File: config.mk
export PLATFORM = sky130hd
export DESIGN_NAME = tbid_core
export DESIGN_NICKNAME = d
export VERILOG_FILES = /design/src/design/tbid_pkg.sv /design/src/design/tbid_core.sv
export SDC_FILE = /design/constraint.sdc
export NUM_CORES = 2
export LEC_CHECK = 0
export BUFFER_PORTS_ARGS = -buffer_cell sky130_fd_sc_hd__buf_2
export CORE_MARGIN = 3
export CORE_UTILIZATION = 45
export CTS_CLUSTER_DIAMETER = 100
export CTS_CLUSTER_SIZE = 25
export DETAILED_ROUTE_END_ITERATION = 7
export MAX_ROUTING_LAYER = met4
export RECOVER_POWER = 50
export SYNTH_ARGS = -nofsm -noshare
export SYNTH_HDL_FRONTEND = slang
export SYNTH_SLANG_ARGS = --single-unit
File: constraint.sdc
create_clock -name clk -period 11.76 [get_ports clk]
set_clock_uncertainty 0.05 [all_clocks]
set_input_delay 2.352 -clock clk [delete_from_list [all_inputs] [get_ports clk]]
set_output_delay 2.352 -clock clk [all_outputs]
set_load 0.03 [all_outputs]
File: src/design/tbid_pkg.sv
// Package: constants and types for the 13-bit instruction decoder
package tbid_pkg;
    // ************************************************************
    // Register byte offsets
    // ************************************************************
    localparam logic [7:0] OFF_INSTR = 8'h00;
    localparam logic [7:0] OFF_OPTION = 8'h04;
    localparam logic [7:0] OFF_ACC = 8'h08;
    localparam logic [7:0] OFF_STATUS = 8'h0C;
    localparam logic [7:0] OFF_CTL = 8'h10;
    localparam logic [7:0] OFF_PC = 8'h14;
    localparam logic [7:0] OFF_REGSEL = 8'h18;
    localparam logic [7:0] OFF_REGDATA = 8'h1C;
    localparam logic [7:0] OFF_IOCDATA = 8'h20;
    localparam logic [7:0] OFF_STACK = 8'h24;
    // ************************************************************
    // Field positions and reset values
    // ************************************************************
    localparam int OPT_CLKS_BIT = 10;
    localparam int STAT_BUSY_BIT = 0;
    localparam int STAT_ILLEGAL_BIT = 8;
    localparam logic [12:0] OPTION_RST = 13'h0000;
    localparam logic [7:0] REG_PC_IDX = 8'h02;
    // ************************************************************
    // Timing: oscillator clocks per cycle, cycles per PC write
    // ************************************************************
    localparam logic [2:0] CLKS_FAST = 3'h2;
    localparam logic [2:0] CLKS_SLOW = 3'h4;
    localparam logic [1:0] CYC_NORMAL = 2'h1;
    localparam logic [1:0] CYC_PC_WRITE = 2'h2;
    localparam logic [1:0] RESP_OKAY = 2'h0;
    localparam logic [1:0] RESP_SLVERR = 2'h2;
    // ************************************************************
    // Types
    // ************************************************************
    typedef struct packed {
        logic osc_stopped;
        logic int_en;
        logic wd_expired;
        logic low_energy;
        logic result_null;
        logic half_borrow;
        logic borrow_out;
    } tbid_flags_s;
    typedef enum logic {ST_IDLE = 1'b0, ST_EXEC = 1'b1} tbid_state_e;
endpackage

File: src/design/tbid_core.sv
// Decode and execute core for the 13-bit instruction subset, AXI4-Lite
//
// Functional notes
// - Accept 13-bit words, opcode plus operands
// - Default instruction takes one two-clock cycle
// - Program counter writes take two cycles
// - Option bit 10 picks two or four clocks
// - Any register bit settable, clearable, testable; code sets and clears only, tests decode as illegal
// - I/O registers addressed like ordinary registers
// - Extract register, bit and literal fields
// - Zero word is no-op, flags other than osc_stopped unchanged
// - Decimal adjust accumulator, borrow flag only
// - Move accumulator to/from control register
// - Sleep clears watchdog, stops oscillator, flags
// - Watchdog clear clears watchdog, updates flags
// - Move accumulator to/from I/O control registers
// - Enable or disable interrupts globally
// - Return loads PC; interrupt return enables
// - Store accumulator into addressed register
// - Clear accumulator or register, update zero
// - Register minus accumulator, three flags
// - Decrement register into accumulator or register
// - OR accumulator with register, zero flag
// - AND accumulator with register, zero flag
// - XOR accumulator with register, zero flag
// - I/O control selections 5,6,B-F only
//
// Local design decisions: the register addresses and the AXI4-Lite interface to the registers.
`timescale 1ns/10ps
`default_nettype none
module tbid_core
    import tbid_pkg::*;
#(
    parameter int ADDR_W = 8
) (
    input wire logic clk,
    input wire logic nrst,
    input wire logic [ADDR_W-1:0] s_axi_awaddr,
    input wire logic s_axi_awvalid,
    output logic s_axi_awready,
    input wire logic [31:0] s_axi_wdata,
    input wire logic [3:0] s_axi_wstrb,
    input wire logic s_axi_wvalid,
    output logic s_axi_wready,
    output logic [1:0] s_axi_bresp,
    output logic s_axi_bvalid,
    input wire logic s_axi_bready,
    input wire logic [ADDR_W-1:0] s_axi_araddr,
    input wire logic s_axi_arvalid,
    output logic s_axi_arready,
    output logic [31:0] s_axi_rdata,
    output logic [1:0] s_axi_rresp,
    output logic s_axi_rvalid,
    input wire logic s_axi_rready,
    output logic osc_stop,
    output logic int_enable,
    output logic wdt_clear,
    output logic instr_done
);
    // ************************************************************
    // State
    // ************************************************************
    tbid_state_e st_r;
    tbid_flags_s flags_r, flags_nxt;
    logic [12:0] ir_r, option_r;
    logic [7:0] acc_r, acc_nxt, ctl_r, ctl_nxt, regsel_r;
    logic [11:0] pc_r, pc_nxt, stack_r;
    logic [7:0] regfile [64];
    logic [7:0] ioc [16];
    logic [2:0] cpc_r, phase_r;
    logic [1:0] cnt_r;
    logic illegal_r, illegal_nxt, wdt_clear_r, done_r;
    logic aw_held_r, w_held_r, bvalid_r, rvalid_r;
    logic [ADDR_W-1:0] awaddr_r;
    logic [31:0] wdata_r, rdata_r;
    logic [3:0] wstrb_r;
    logic [1:0] bresp_r, rresp_r;

    // ************************************************************
    // Field extraction and decode
    // ************************************************************
    wire [5:0] rsel = ir_r[5:0];
    wire [2:0] bsel = ir_r[8:6];
    wire [3:0] isel = ir_r[3:0];
    wire [4:0] alu_op = ir_r[11:7];
    wire dest_reg = ir_r[6];
    wire pc_sel = ({2'b00, rsel} == REG_PC_IDX);
    // I/O registers read through the same port as general ones
    wire [7:0] rval = pc_sel ? pc_r[7:0] : regfile[rsel];
    wire is_nop = (ir_r == 13'h0000);
    wire is_daa = (ir_r == 13'h0001);
    wire is_ctlw = (ir_r == 13'h0002);
    wire is_sleep = (ir_r == 13'h0003);
    wire is_watchdog_clear_op = (ir_r == 13'h0004);
    wire is_eni = (ir_r == 13'h0010);
    wire is_interrupt_mask_op = (ir_r == 13'h0011);
    wire is_ret = (ir_r == 13'h0012);
    wire is_interrupt_return_op = (ir_r == 13'h0013);
    wire is_ctlr = (ir_r == 13'h0014);
    // Fixed codes shadow the I/O patterns sharing upper bits
    wire fix_lo = (ir_r[12:4] == 9'h000) && (isel <= 4'h4);
    wire fix_hi = (ir_r[12:4] == 9'h001) && (isel <= 4'h4);
    wire ioc_ok = (isel == 4'h5) || (isel == 4'h6) || (isel >= 4'hB);
    wire is_iow = (ir_r[12:4] == 9'h000) && !fix_lo;
    wire is_ior = (ir_r[12:4] == 9'h001) && !fix_hi;
    wire is_mov = (ir_r[12:6] == 7'h01);
    wire is_zero_accumulator_op = (ir_r == 13'h0080);
    wire is_clr = (ir_r[12:6] == 7'h03);
    wire is_alu = (ir_r[12] == 1'b0) && (alu_op >= 5'h02) && (alu_op <= 5'h06);
    // Set and clear only; skip-on-bit tests fall to illegal
    wire is_bit = (ir_r[12:10] == 3'b010);
    wire reg_wr = is_mov || is_clr || (is_alu && dest_reg) || is_bit;
    wire two_cyc = (reg_wr && pc_sel) || is_ret || is_interrupt_return_op;
    wire [1:0] need = two_cyc ? CYC_PC_WRITE : CYC_NORMAL;
    wire cyc_tick = (phase_r == cpc_r - 3'h1);
    wire done = (st_r == ST_EXEC) && cyc_tick && (cnt_r == need - 2'h1);

    // ************************************************************
    // Execute
    // ************************************************************
    logic [7:0] res, wval;
    logic [8:0] diff, adj;
    logic wr_acc, wr_reg, lo_adj, hi_adj;
    always_comb begin
        res = 8'h00;
        wval = 8'h00;
        wr_acc = 1'b0;
        wr_reg = 1'b0;
        diff = {1'b0, rval} - {1'b0, acc_r};
        lo_adj = (acc_r[3:0] > 4'h9);
        hi_adj = (acc_r > 8'h99) || flags_r.borrow_out;
        adj = {1'b0, acc_r} + (lo_adj ? 9'h006 : 9'h000)
            + (hi_adj ? 9'h060 : 9'h000);
        acc_nxt = acc_r;
        ctl_nxt = ctl_r;
        flags_nxt = flags_r;
        flags_nxt.osc_stopped = 1'b0;
        pc_nxt = pc_r + 12'h001;
        illegal_nxt = 1'b0;
        if (is_nop) begin
        end else if (is_daa) begin
            acc_nxt = adj[7:0];
            flags_nxt.borrow_out = hi_adj;
        end else if (is_ctlw) begin
            ctl_nxt = acc_r;
        end else if (is_ctlr) begin
            acc_nxt = ctl_r;
        end else if (is_sleep || is_watchdog_clear_op) begin
            flags_nxt.wd_expired = 1'b1;
            flags_nxt.low_energy = is_watchdog_clear_op;
            flags_nxt.osc_stopped = is_sleep;
        end else if (is_eni || is_interrupt_mask_op) begin
            flags_nxt.int_en = is_eni;
        end else if (is_ret || is_interrupt_return_op) begin
            pc_nxt = stack_r;
            if (is_interrupt_return_op) begin
                flags_nxt.int_en = 1'b1;
            end
        end else if (is_iow || is_ior) begin
            if (!ioc_ok) begin
                illegal_nxt = 1'b1;
            end else if (is_ior) begin
                acc_nxt = ioc[isel];
            end
        end else if (is_mov) begin
            wval = acc_r;
        end else if (is_zero_accumulator_op || is_clr) begin
            acc_nxt = 8'h00;
            flags_nxt.result_null = 1'b1;
        end else if (is_alu) begin
            case (alu_op)
                5'h02: begin
                    res = diff[7:0];
                    flags_nxt.borrow_out = diff[8];
                    flags_nxt.half_borrow = rval[3:0] < acc_r[3:0];
                end
                5'h03: res = rval - 8'h01;
                5'h04: res = acc_r | rval;
                5'h05: res = acc_r & rval;
                default: res = acc_r ^ rval;
            endcase
            flags_nxt.result_null = (res == 8'h00);
            wr_acc = !dest_reg;
            wval = res;
        end else if (is_bit) begin
            wval = rval;
            wval[bsel] = ir_r[9];
        end else begin
            illegal_nxt = 1'b1;
        end
        if (is_clr) begin
            acc_nxt = acc_r;
        end
        if (wr_acc) begin
            acc_nxt = res;
        end
        wr_reg = reg_wr;
        if (wr_reg && pc_sel) begin
            pc_nxt = {pc_r[11:8], wval};
        end
    end

    // ************************************************************
    // AXI4-Lite slave
    // ************************************************************
    function automatic logic [32:0] reg_read(input logic [ADDR_W-1:0] a);
        logic [7:0] o;
        o = a[7:0];
        if (o == OFF_INSTR) reg_read = {1'b1, 19'h0, ir_r};
        else if (o == OFF_OPTION) reg_read = {1'b1, 19'h0, option_r};
        else if (o == OFF_ACC) reg_read = {1'b1, 24'h0, acc_r};
        else if (o == OFF_STATUS) reg_read = {1'b1, 23'h0, illegal_r,
            flags_r, st_r == ST_EXEC};
        else if (o == OFF_CTL) reg_read = {1'b1, 24'h0, ctl_r};
        else if (o == OFF_PC) reg_read = {1'b1, 20'h0, pc_r};
        else if (o == OFF_REGSEL) reg_read = {1'b1, 24'h0, regsel_r};
        else if (o == OFF_REGDATA) reg_read = {1'b1, 24'h0,
            (regsel_r == REG_PC_IDX) ? pc_r[7:0] : regfile[regsel_r[5:0]]};
        else if (o == OFF_IOCDATA) reg_read = {1'b1, 24'h0,
            ioc[regsel_r[3:0]]};
        else if (o == OFF_STACK) reg_read = {1'b1, 20'h0, stack_r};
        else reg_read = 33'h0;
    endfunction

    // Procedural so state read inside the function wakes it up
    logic [32:0] wr_cur, rd_cur;
    always_comb begin
        wr_cur = reg_read(awaddr_r);
        rd_cur = reg_read(s_axi_araddr);
    end
    wire [31:0] wmask = {{8{wstrb_r[3]}}, {8{wstrb_r[2]}},
        {8{wstrb_r[1]}}, {8{wstrb_r[0]}}};
    wire [31:0] wm = (wr_cur[31:0] & ~wmask) | (wdata_r & wmask);
    wire wr_fire = aw_held_r && w_held_r && !bvalid_r;
    // Writes land only while idle so software never races a commit
    wire sw_wr = wr_fire && wr_cur[32] && (st_r == ST_IDLE);
    wire [7:0] wo = awaddr_r[7:0];
    wire start = sw_wr && (wo == OFF_INSTR) && (wstrb_r[1:0] != 2'b00);
    assign s_axi_awready = !aw_held_r && !bvalid_r;
    assign s_axi_wready = !w_held_r && !bvalid_r;
    assign s_axi_arready = !rvalid_r;
    assign s_axi_bvalid = bvalid_r;
    assign s_axi_bresp = bresp_r;
    assign s_axi_rvalid = rvalid_r;
    assign s_axi_rdata = rdata_r;
    assign s_axi_rresp = rresp_r;

    always_ff @(posedge clk or negedge nrst) begin
        if (!nrst) begin
            aw_held_r <= 1'b0;
            w_held_r <= 1'b0;
            bvalid_r <= 1'b0;
            rvalid_r <= 1'b0;
            awaddr_r <= '0;
            wdata_r <= 32'h0;
            wstrb_r <= 4'h0;
            bresp_r <= RESP_OKAY;
            rresp_r <= RESP_OKAY;
            rdata_r <= 32'h0;
        end else begin
            if (s_axi_awvalid && s_axi_awready) begin
                aw_held_r <= 1'b1;
                awaddr_r <= s_axi_awaddr;
            end
            if (s_axi_wvalid && s_axi_wready) begin
                w_held_r <= 1'b1;
                wdata_r <= s_axi_wdata;
                wstrb_r <= s_axi_wstrb;
            end
            if (wr_fire) begin
                aw_held_r <= 1'b0;
                w_held_r <= 1'b0;
                bvalid_r <= 1'b1;
                bresp_r <= wr_cur[32] ? RESP_OKAY : RESP_SLVERR;
            end else if (s_axi_bready) begin
                bvalid_r <= 1'b0;
            end
            if (s_axi_arvalid && s_axi_arready) begin
                rvalid_r <= 1'b1;
                rdata_r <= rd_cur[31:0];
                rresp_r <= rd_cur[32] ? RESP_OKAY : RESP_SLVERR;
            end else if (s_axi_rready) begin
                rvalid_r <= 1'b0;
            end
        end
    end

    // ************************************************************
    // Sequencer and architectural state
    // ************************************************************
    wire rf_we = (done && wr_reg && !pc_sel)
        || (sw_wr && wo == OFF_REGDATA && regsel_r != REG_PC_IDX);
    wire [5:0] rf_idx = done ? rsel : regsel_r[5:0];
    wire [7:0] rf_d = done ? wval : wm[7:0];
    wire ioc_we = (done && is_iow && ioc_ok)
        || (sw_wr && wo == OFF_IOCDATA);
    wire [3:0] ioc_idx = done ? isel : regsel_r[3:0];
    wire [7:0] ioc_d = done ? acc_r : wm[7:0];

    always_ff @(posedge clk or negedge nrst) begin
        if (!nrst) begin
            st_r <= ST_IDLE;
            ir_r <= 13'h0000;
            option_r <= OPTION_RST;
            cpc_r <= CLKS_FAST;
            phase_r <= 3'h0;
            cnt_r <= 2'h0;
            acc_r <= 8'h00;
            ctl_r <= 8'h00;
            pc_r <= 12'h000;
            stack_r <= 12'h000;
            regsel_r <= 8'h00;
            flags_r <= '0;
            illegal_r <= 1'b0;
            wdt_clear_r <= 1'b0;
            done_r <= 1'b0;
        end else begin
            wdt_clear_r <= done && (is_sleep || is_watchdog_clear_op);
            done_r <= done;
            if (start) begin
                st_r <= ST_EXEC;
                ir_r <= wm[12:0];
                cpc_r <= option_r[OPT_CLKS_BIT] ? CLKS_SLOW : CLKS_FAST;
                phase_r <= 3'h0;
                cnt_r <= 2'h0;
            end else if (st_r == ST_EXEC) begin
                phase_r <= cyc_tick ? 3'h0 : phase_r + 3'h1;
                cnt_r <= cyc_tick ? cnt_r + 2'h1 : cnt_r;
                if (done) begin
                    st_r <= ST_IDLE;
                    acc_r <= acc_nxt;
                    ctl_r <= ctl_nxt;
                    flags_r <= flags_nxt;
                    pc_r <= pc_nxt;
                    illegal_r <= illegal_nxt;
                end
            end
            if (sw_wr && wo == OFF_OPTION) option_r <= wm[12:0];
            if (sw_wr && wo == OFF_ACC) acc_r <= wm[7:0];
            if (sw_wr && wo == OFF_CTL) ctl_r <= wm[7:0];
            if (sw_wr && wo == OFF_REGSEL) regsel_r <= wm[7:0];
            if (sw_wr && wo == OFF_STACK) stack_r <= wm[11:0];
            if (sw_wr && wo == OFF_STATUS) flags_r <= wm[7:1];
        end
    end

    always_ff @(posedge clk or negedge nrst) begin
        if (!nrst) begin
            for (int i = 0; i < 64; i++) regfile[i] <= 8'h00;
            for (int j = 0; j < 16; j++) ioc[j] <= 8'h00;
        end else begin
            if (rf_we) regfile[rf_idx] <= rf_d;
            if (ioc_we) ioc[ioc_idx] <= ioc_d;
        end
    end

    assign osc_stop = flags_r.osc_stopped;
    assign int_enable = flags_r.int_en;
    assign wdt_clear = wdt_clear_r;
    assign instr_done = done_r;

    // ************************************************************
    // Assertions
    // ************************************************************
    wire first_clk = (st_r == ST_EXEC) && (phase_r == 3'h0) && (cnt_r == 2'h0);
endmodule // tbid_core
`default_nettype wire

==> impl_metrics.sql <==
INSERT INTO impl_metrics (metric_group, metric, value, unit) VALUES
('cells_and_area', 'layout-drive-gt1-share', '19.89', '%'),
('critical_path', 'critPathMaxFanout', '88', ''),
('critical_path', 'critical_path.reg2reg.endpoint', 'ioc[72]', ''),
('critical_path', 'cp.arrival', '9.41', 'ns'),
('floorplanning', 'fp.coreArea', '97140', 'µm²'),
('yosys', 'synthDominantCellAreaShare', '43.65', '%'),
('sta', 'min_period_over_period', '76.09', '%'),
('grt', 'grt_remaining_overflow', '0', ''),
('route', 'drt-total-wl', '160900', 'µm'),
('sta', 'setup_viol_count_final', '0', ''),
('cts', 'cts.root.buffer_cell', 'clkbuf_16', ''),
('pwr', 'power.density_cell_area', '122.5', 'nW/µm²'),
('route', 'route.detailed.vias_per_inst', '6.599', ''),
('min_path', 'worstHoldPathType', 'flop to flop', ''),
('yosys', 'synthesis.instances', '4168', ''),
('sta', 'timing_max_transition_violations_final', '288', ''),
('sta', 'rsz0062_at_grt', 'false', ''),
('pwr', 'combinationalPowerShare', '22.2', '%'),
('pwr', 'cellInternalPower', '0.003716', 'W'),
('pwr', 'ir_worst_vdd', '0.0001073', 'V'),
('route', 'detail_route.drc_violations', '8', ''),
('cts', 'numCtsBuffers', '40', ''),
('cts', 'clock_latency', '0.65', 'ns'),
('yosys', 'synth_top_cells_by_area', 'dfrtp_1 44%, mux4_2 15%, nor2_1 5.4%, mux2_2 4.7%, a21oi_1 4.3%', ''),
('yosys', 'synth_edf_count', '0', ''),
('cts', 'post_cts.repair.setup_buffers', '0', ''),
('floorplanning', 'overall_die_width', '319.8', 'µm'),
('run_status', 'violated_checks', 'DRC, capacitance limit, slew limit', ''),
('yosys', 'post_synth_xor_area_fraction', '0.3952', '%'),
('pwr', 'power_frac_seq', '48.7', '%'),
('critical_path', 'cp-end-kind', 'flop', ''),
('route', 'detail_route.wl_per_cell', '29.97', 'µm'),
('cts', 'htreeDepth', '2', ''),
('yosys', 'postSynthRegisterBits', '774', ''),
('yosys', 'synth_top_family_by_area', 'multiplexers', ''),
('critical_path', 'timing.reg2reg.setup_slack', '2.81', 'ns'),
('sta', 'finalCriticalPeriod', '8.948', 'ns'),
('flow_run', 'max_cap_violation_count', '5', ''),
('placed_design', 'port_buffers', '61', ''),
('cells_and_area', 'nets', '4160', ''),
('grt', 'first_global_vias', '33850', ''),
('yosys', 'synth_compound_area_share', '15.75', '%'),
('cts', 'cts.hold.buffers_added', '0', ''),
('min_path', 'holdPathEnd', 's_axi_rdata[0]', ''),
('yosys', 'post_synth_and_or_nand_nor_area_fraction', '11.57', '%'),
('yosys', 'distinct_cell_type_count_of_the_synthesized_netlist', '107', ''),
('pwr', 'p_sw_share', '35.35', '%'),
('cts', 'cts.repair.resized', '0', ''),
('cts', 'clock_tree.buffer_depth', '3', ''),
('floorplanning', 'die_h', '319.8', 'µm'),
('grt', 'grt_use_total', '32.08', '%'),
('floorplanning', 'design.die.area', '102300', 'µm²'),
('cts', 'clock-sinks', '774', ''),
('floorplanning', 'boundaryPins', '104', ''),
('grt', 'antenna_violations_before_repair', '3', ''),
('pwr', 'net-switching-power', '0.002032', 'W'),
('route', 'first_pass_iters', '8', ''),
('yosys', 'ys_dominant_reg_cell', 'dfrtp_1', ''),
('run_status', 'outcome', 'complete, but fails checks', ''),
('placed_design', 'placed_cell_area', '45740', 'µm²'),
('yosys', 'async_reset_ff_share', '100.0', '%'),
('cells_and_area', 'n_fill_cell', '8954', ''),
('floorplanning', 'core.rowCount', '114', ''),
('yosys', 'top_cell_type_by_total_area_after_synthesis', 'dfrtp_1', ''),
('yosys', 'synth_adder_area_share', '0.9486', '%'),
('grt', 'grt_pass1_wl', '237700', 'µm'),
('route', 'drtIter0Drc', '4446', ''),
('yosys', 'synthMostInstantiatedCell', 'dfrtp_1', ''),
('yosys', 'netlist_area', '44320', 'µm²'),
('sta', 'hold_ws', '0.4422', 'ns'),
('yosys', 'postSynthAreaPerCell', '10.63', 'µm²');
through the flow:
stage               instances  power (W)  util (%)  setup WS, ns
finish                   5367   0.005747     48.31         2.812
CTS                      5364   0.005755     48.39         3.950
floorplan                4188   0.003616         -         6.670
global placement         5302   0.004109     47.09         4.132
detailed placement       5302   0.004105     47.09         3.969
global route             5367   0.005943     48.31         2.544
layer usage:
metal  GRT usage, %  vias up  wire [µm]
li1               -    15170          -
met1          43.52    17900      65250
met2          45.91     1909      70350
met3          7.201      442      16400
met4          15.09        0       8845
met5              -        -          0
worst max-delay path, stage by stage (launching register included):
cell and delay [ns]:
dfrtp_1 1.78, buf_12 0.57, nor2b_1 0.58, and2_1 0.28, a22oi_1 0.27, mux2i_4 0.29, buf_4 0.28, inv_2 0.07
clkbuf_1 1.79, o21ai_1 0.71, nor2_1 0.73, nand3_1 0.77, mux2_2 0.54
cell families after synthesis:
| kind of cell | Yosys count |
|---|---|
| buffers and inverters | 421 |
| xor gates and xnor gates | 20 |
| adders and majority gates | 33 |
| and+or+nand+nor | 1200 |
| AOI/OAI and AO/OA | 1089 |
| muxes | 630 |
| other | 1 |
| DFF | 774 |
sequential cells by signal, summed over array words and instances (netlist names), 8 cells and up:
register     cells
s_axi_rdata     13
wdata_r         13
acc_r            8
pc_r            12
ir_r            13
ctl_r            8
regfile        512
awaddr_r         8
ioc            128
option_r        13
regsel_r         8
stack_r         12
placed cells by master, fill, tap and decap left out, drive strengths merged, types with 18 or more instances in the layout:
cell type and count:
o221ai 24, nand2b 19, o31ai 18, clkbuf 86, a221oi 49, a31oi 139, a21oi 426, a211oi 29
nand2 302, mux4 289, conb 21, ha 32, nand3 67, buf 176, mux2i 155, mux2 186
nor3 43, dfrtp 773, o21ai 185, a22oi 61, inv 52, and3 24, nor2 651
power groups by stage:
stage          clock [W]  combinational, W  sequential [W]
6_report         0.00167           0.00128         0.00280
5_1_grt          0.00179           0.00135         0.00281
3_3_place_gp           0           0.00126         0.00285
4_1_cts          0.00170           0.00126         0.00280
3_5_place_dp           0           0.00126         0.00285
2_1_floorplan          0          0.000789         0.00283
how the worst max path moves through the flow:
stage	cells past startpoint	start	to	slack (ns)
detailed placement	20	ir_r[0]	regfile[15]	3.97
finish	12	ir_r[1]	ioc[72]	2.81
floorplan	23	ir_r[1]	regfile[327]	6.67
CTS	20	ir_r[0]	regfile[15]	3.95
global route	20	ir_r[1]	regfile[15]	2.54
global placement	20	ir_r[0]	regfile[15]	4.13
area by class of cell:
| type | instances | area (µm²) | share of cell area (%) |
|---|---|---|---|
| Antenna cell | 3 | 7.507 | 0.01600 |
| Clock buffer | 51 | 1104 | 2.352 |
| Clock inverter | 11 | 160.2 | 0.3413 |
| Inverter | 48 | 180.2 | 0.3840 |
| Multi-Input combinational cell | 2993 | 23030 | 49.09 |
| Sequential cell | 774 | 19390 | 41.32 |
| Tap cell | 1276 | 1597 | 3.402 |
| Timing Repair Buffer | 211 | 1454 | 3.098 |
Note: power is estimated with default switching activity, not from simulation.
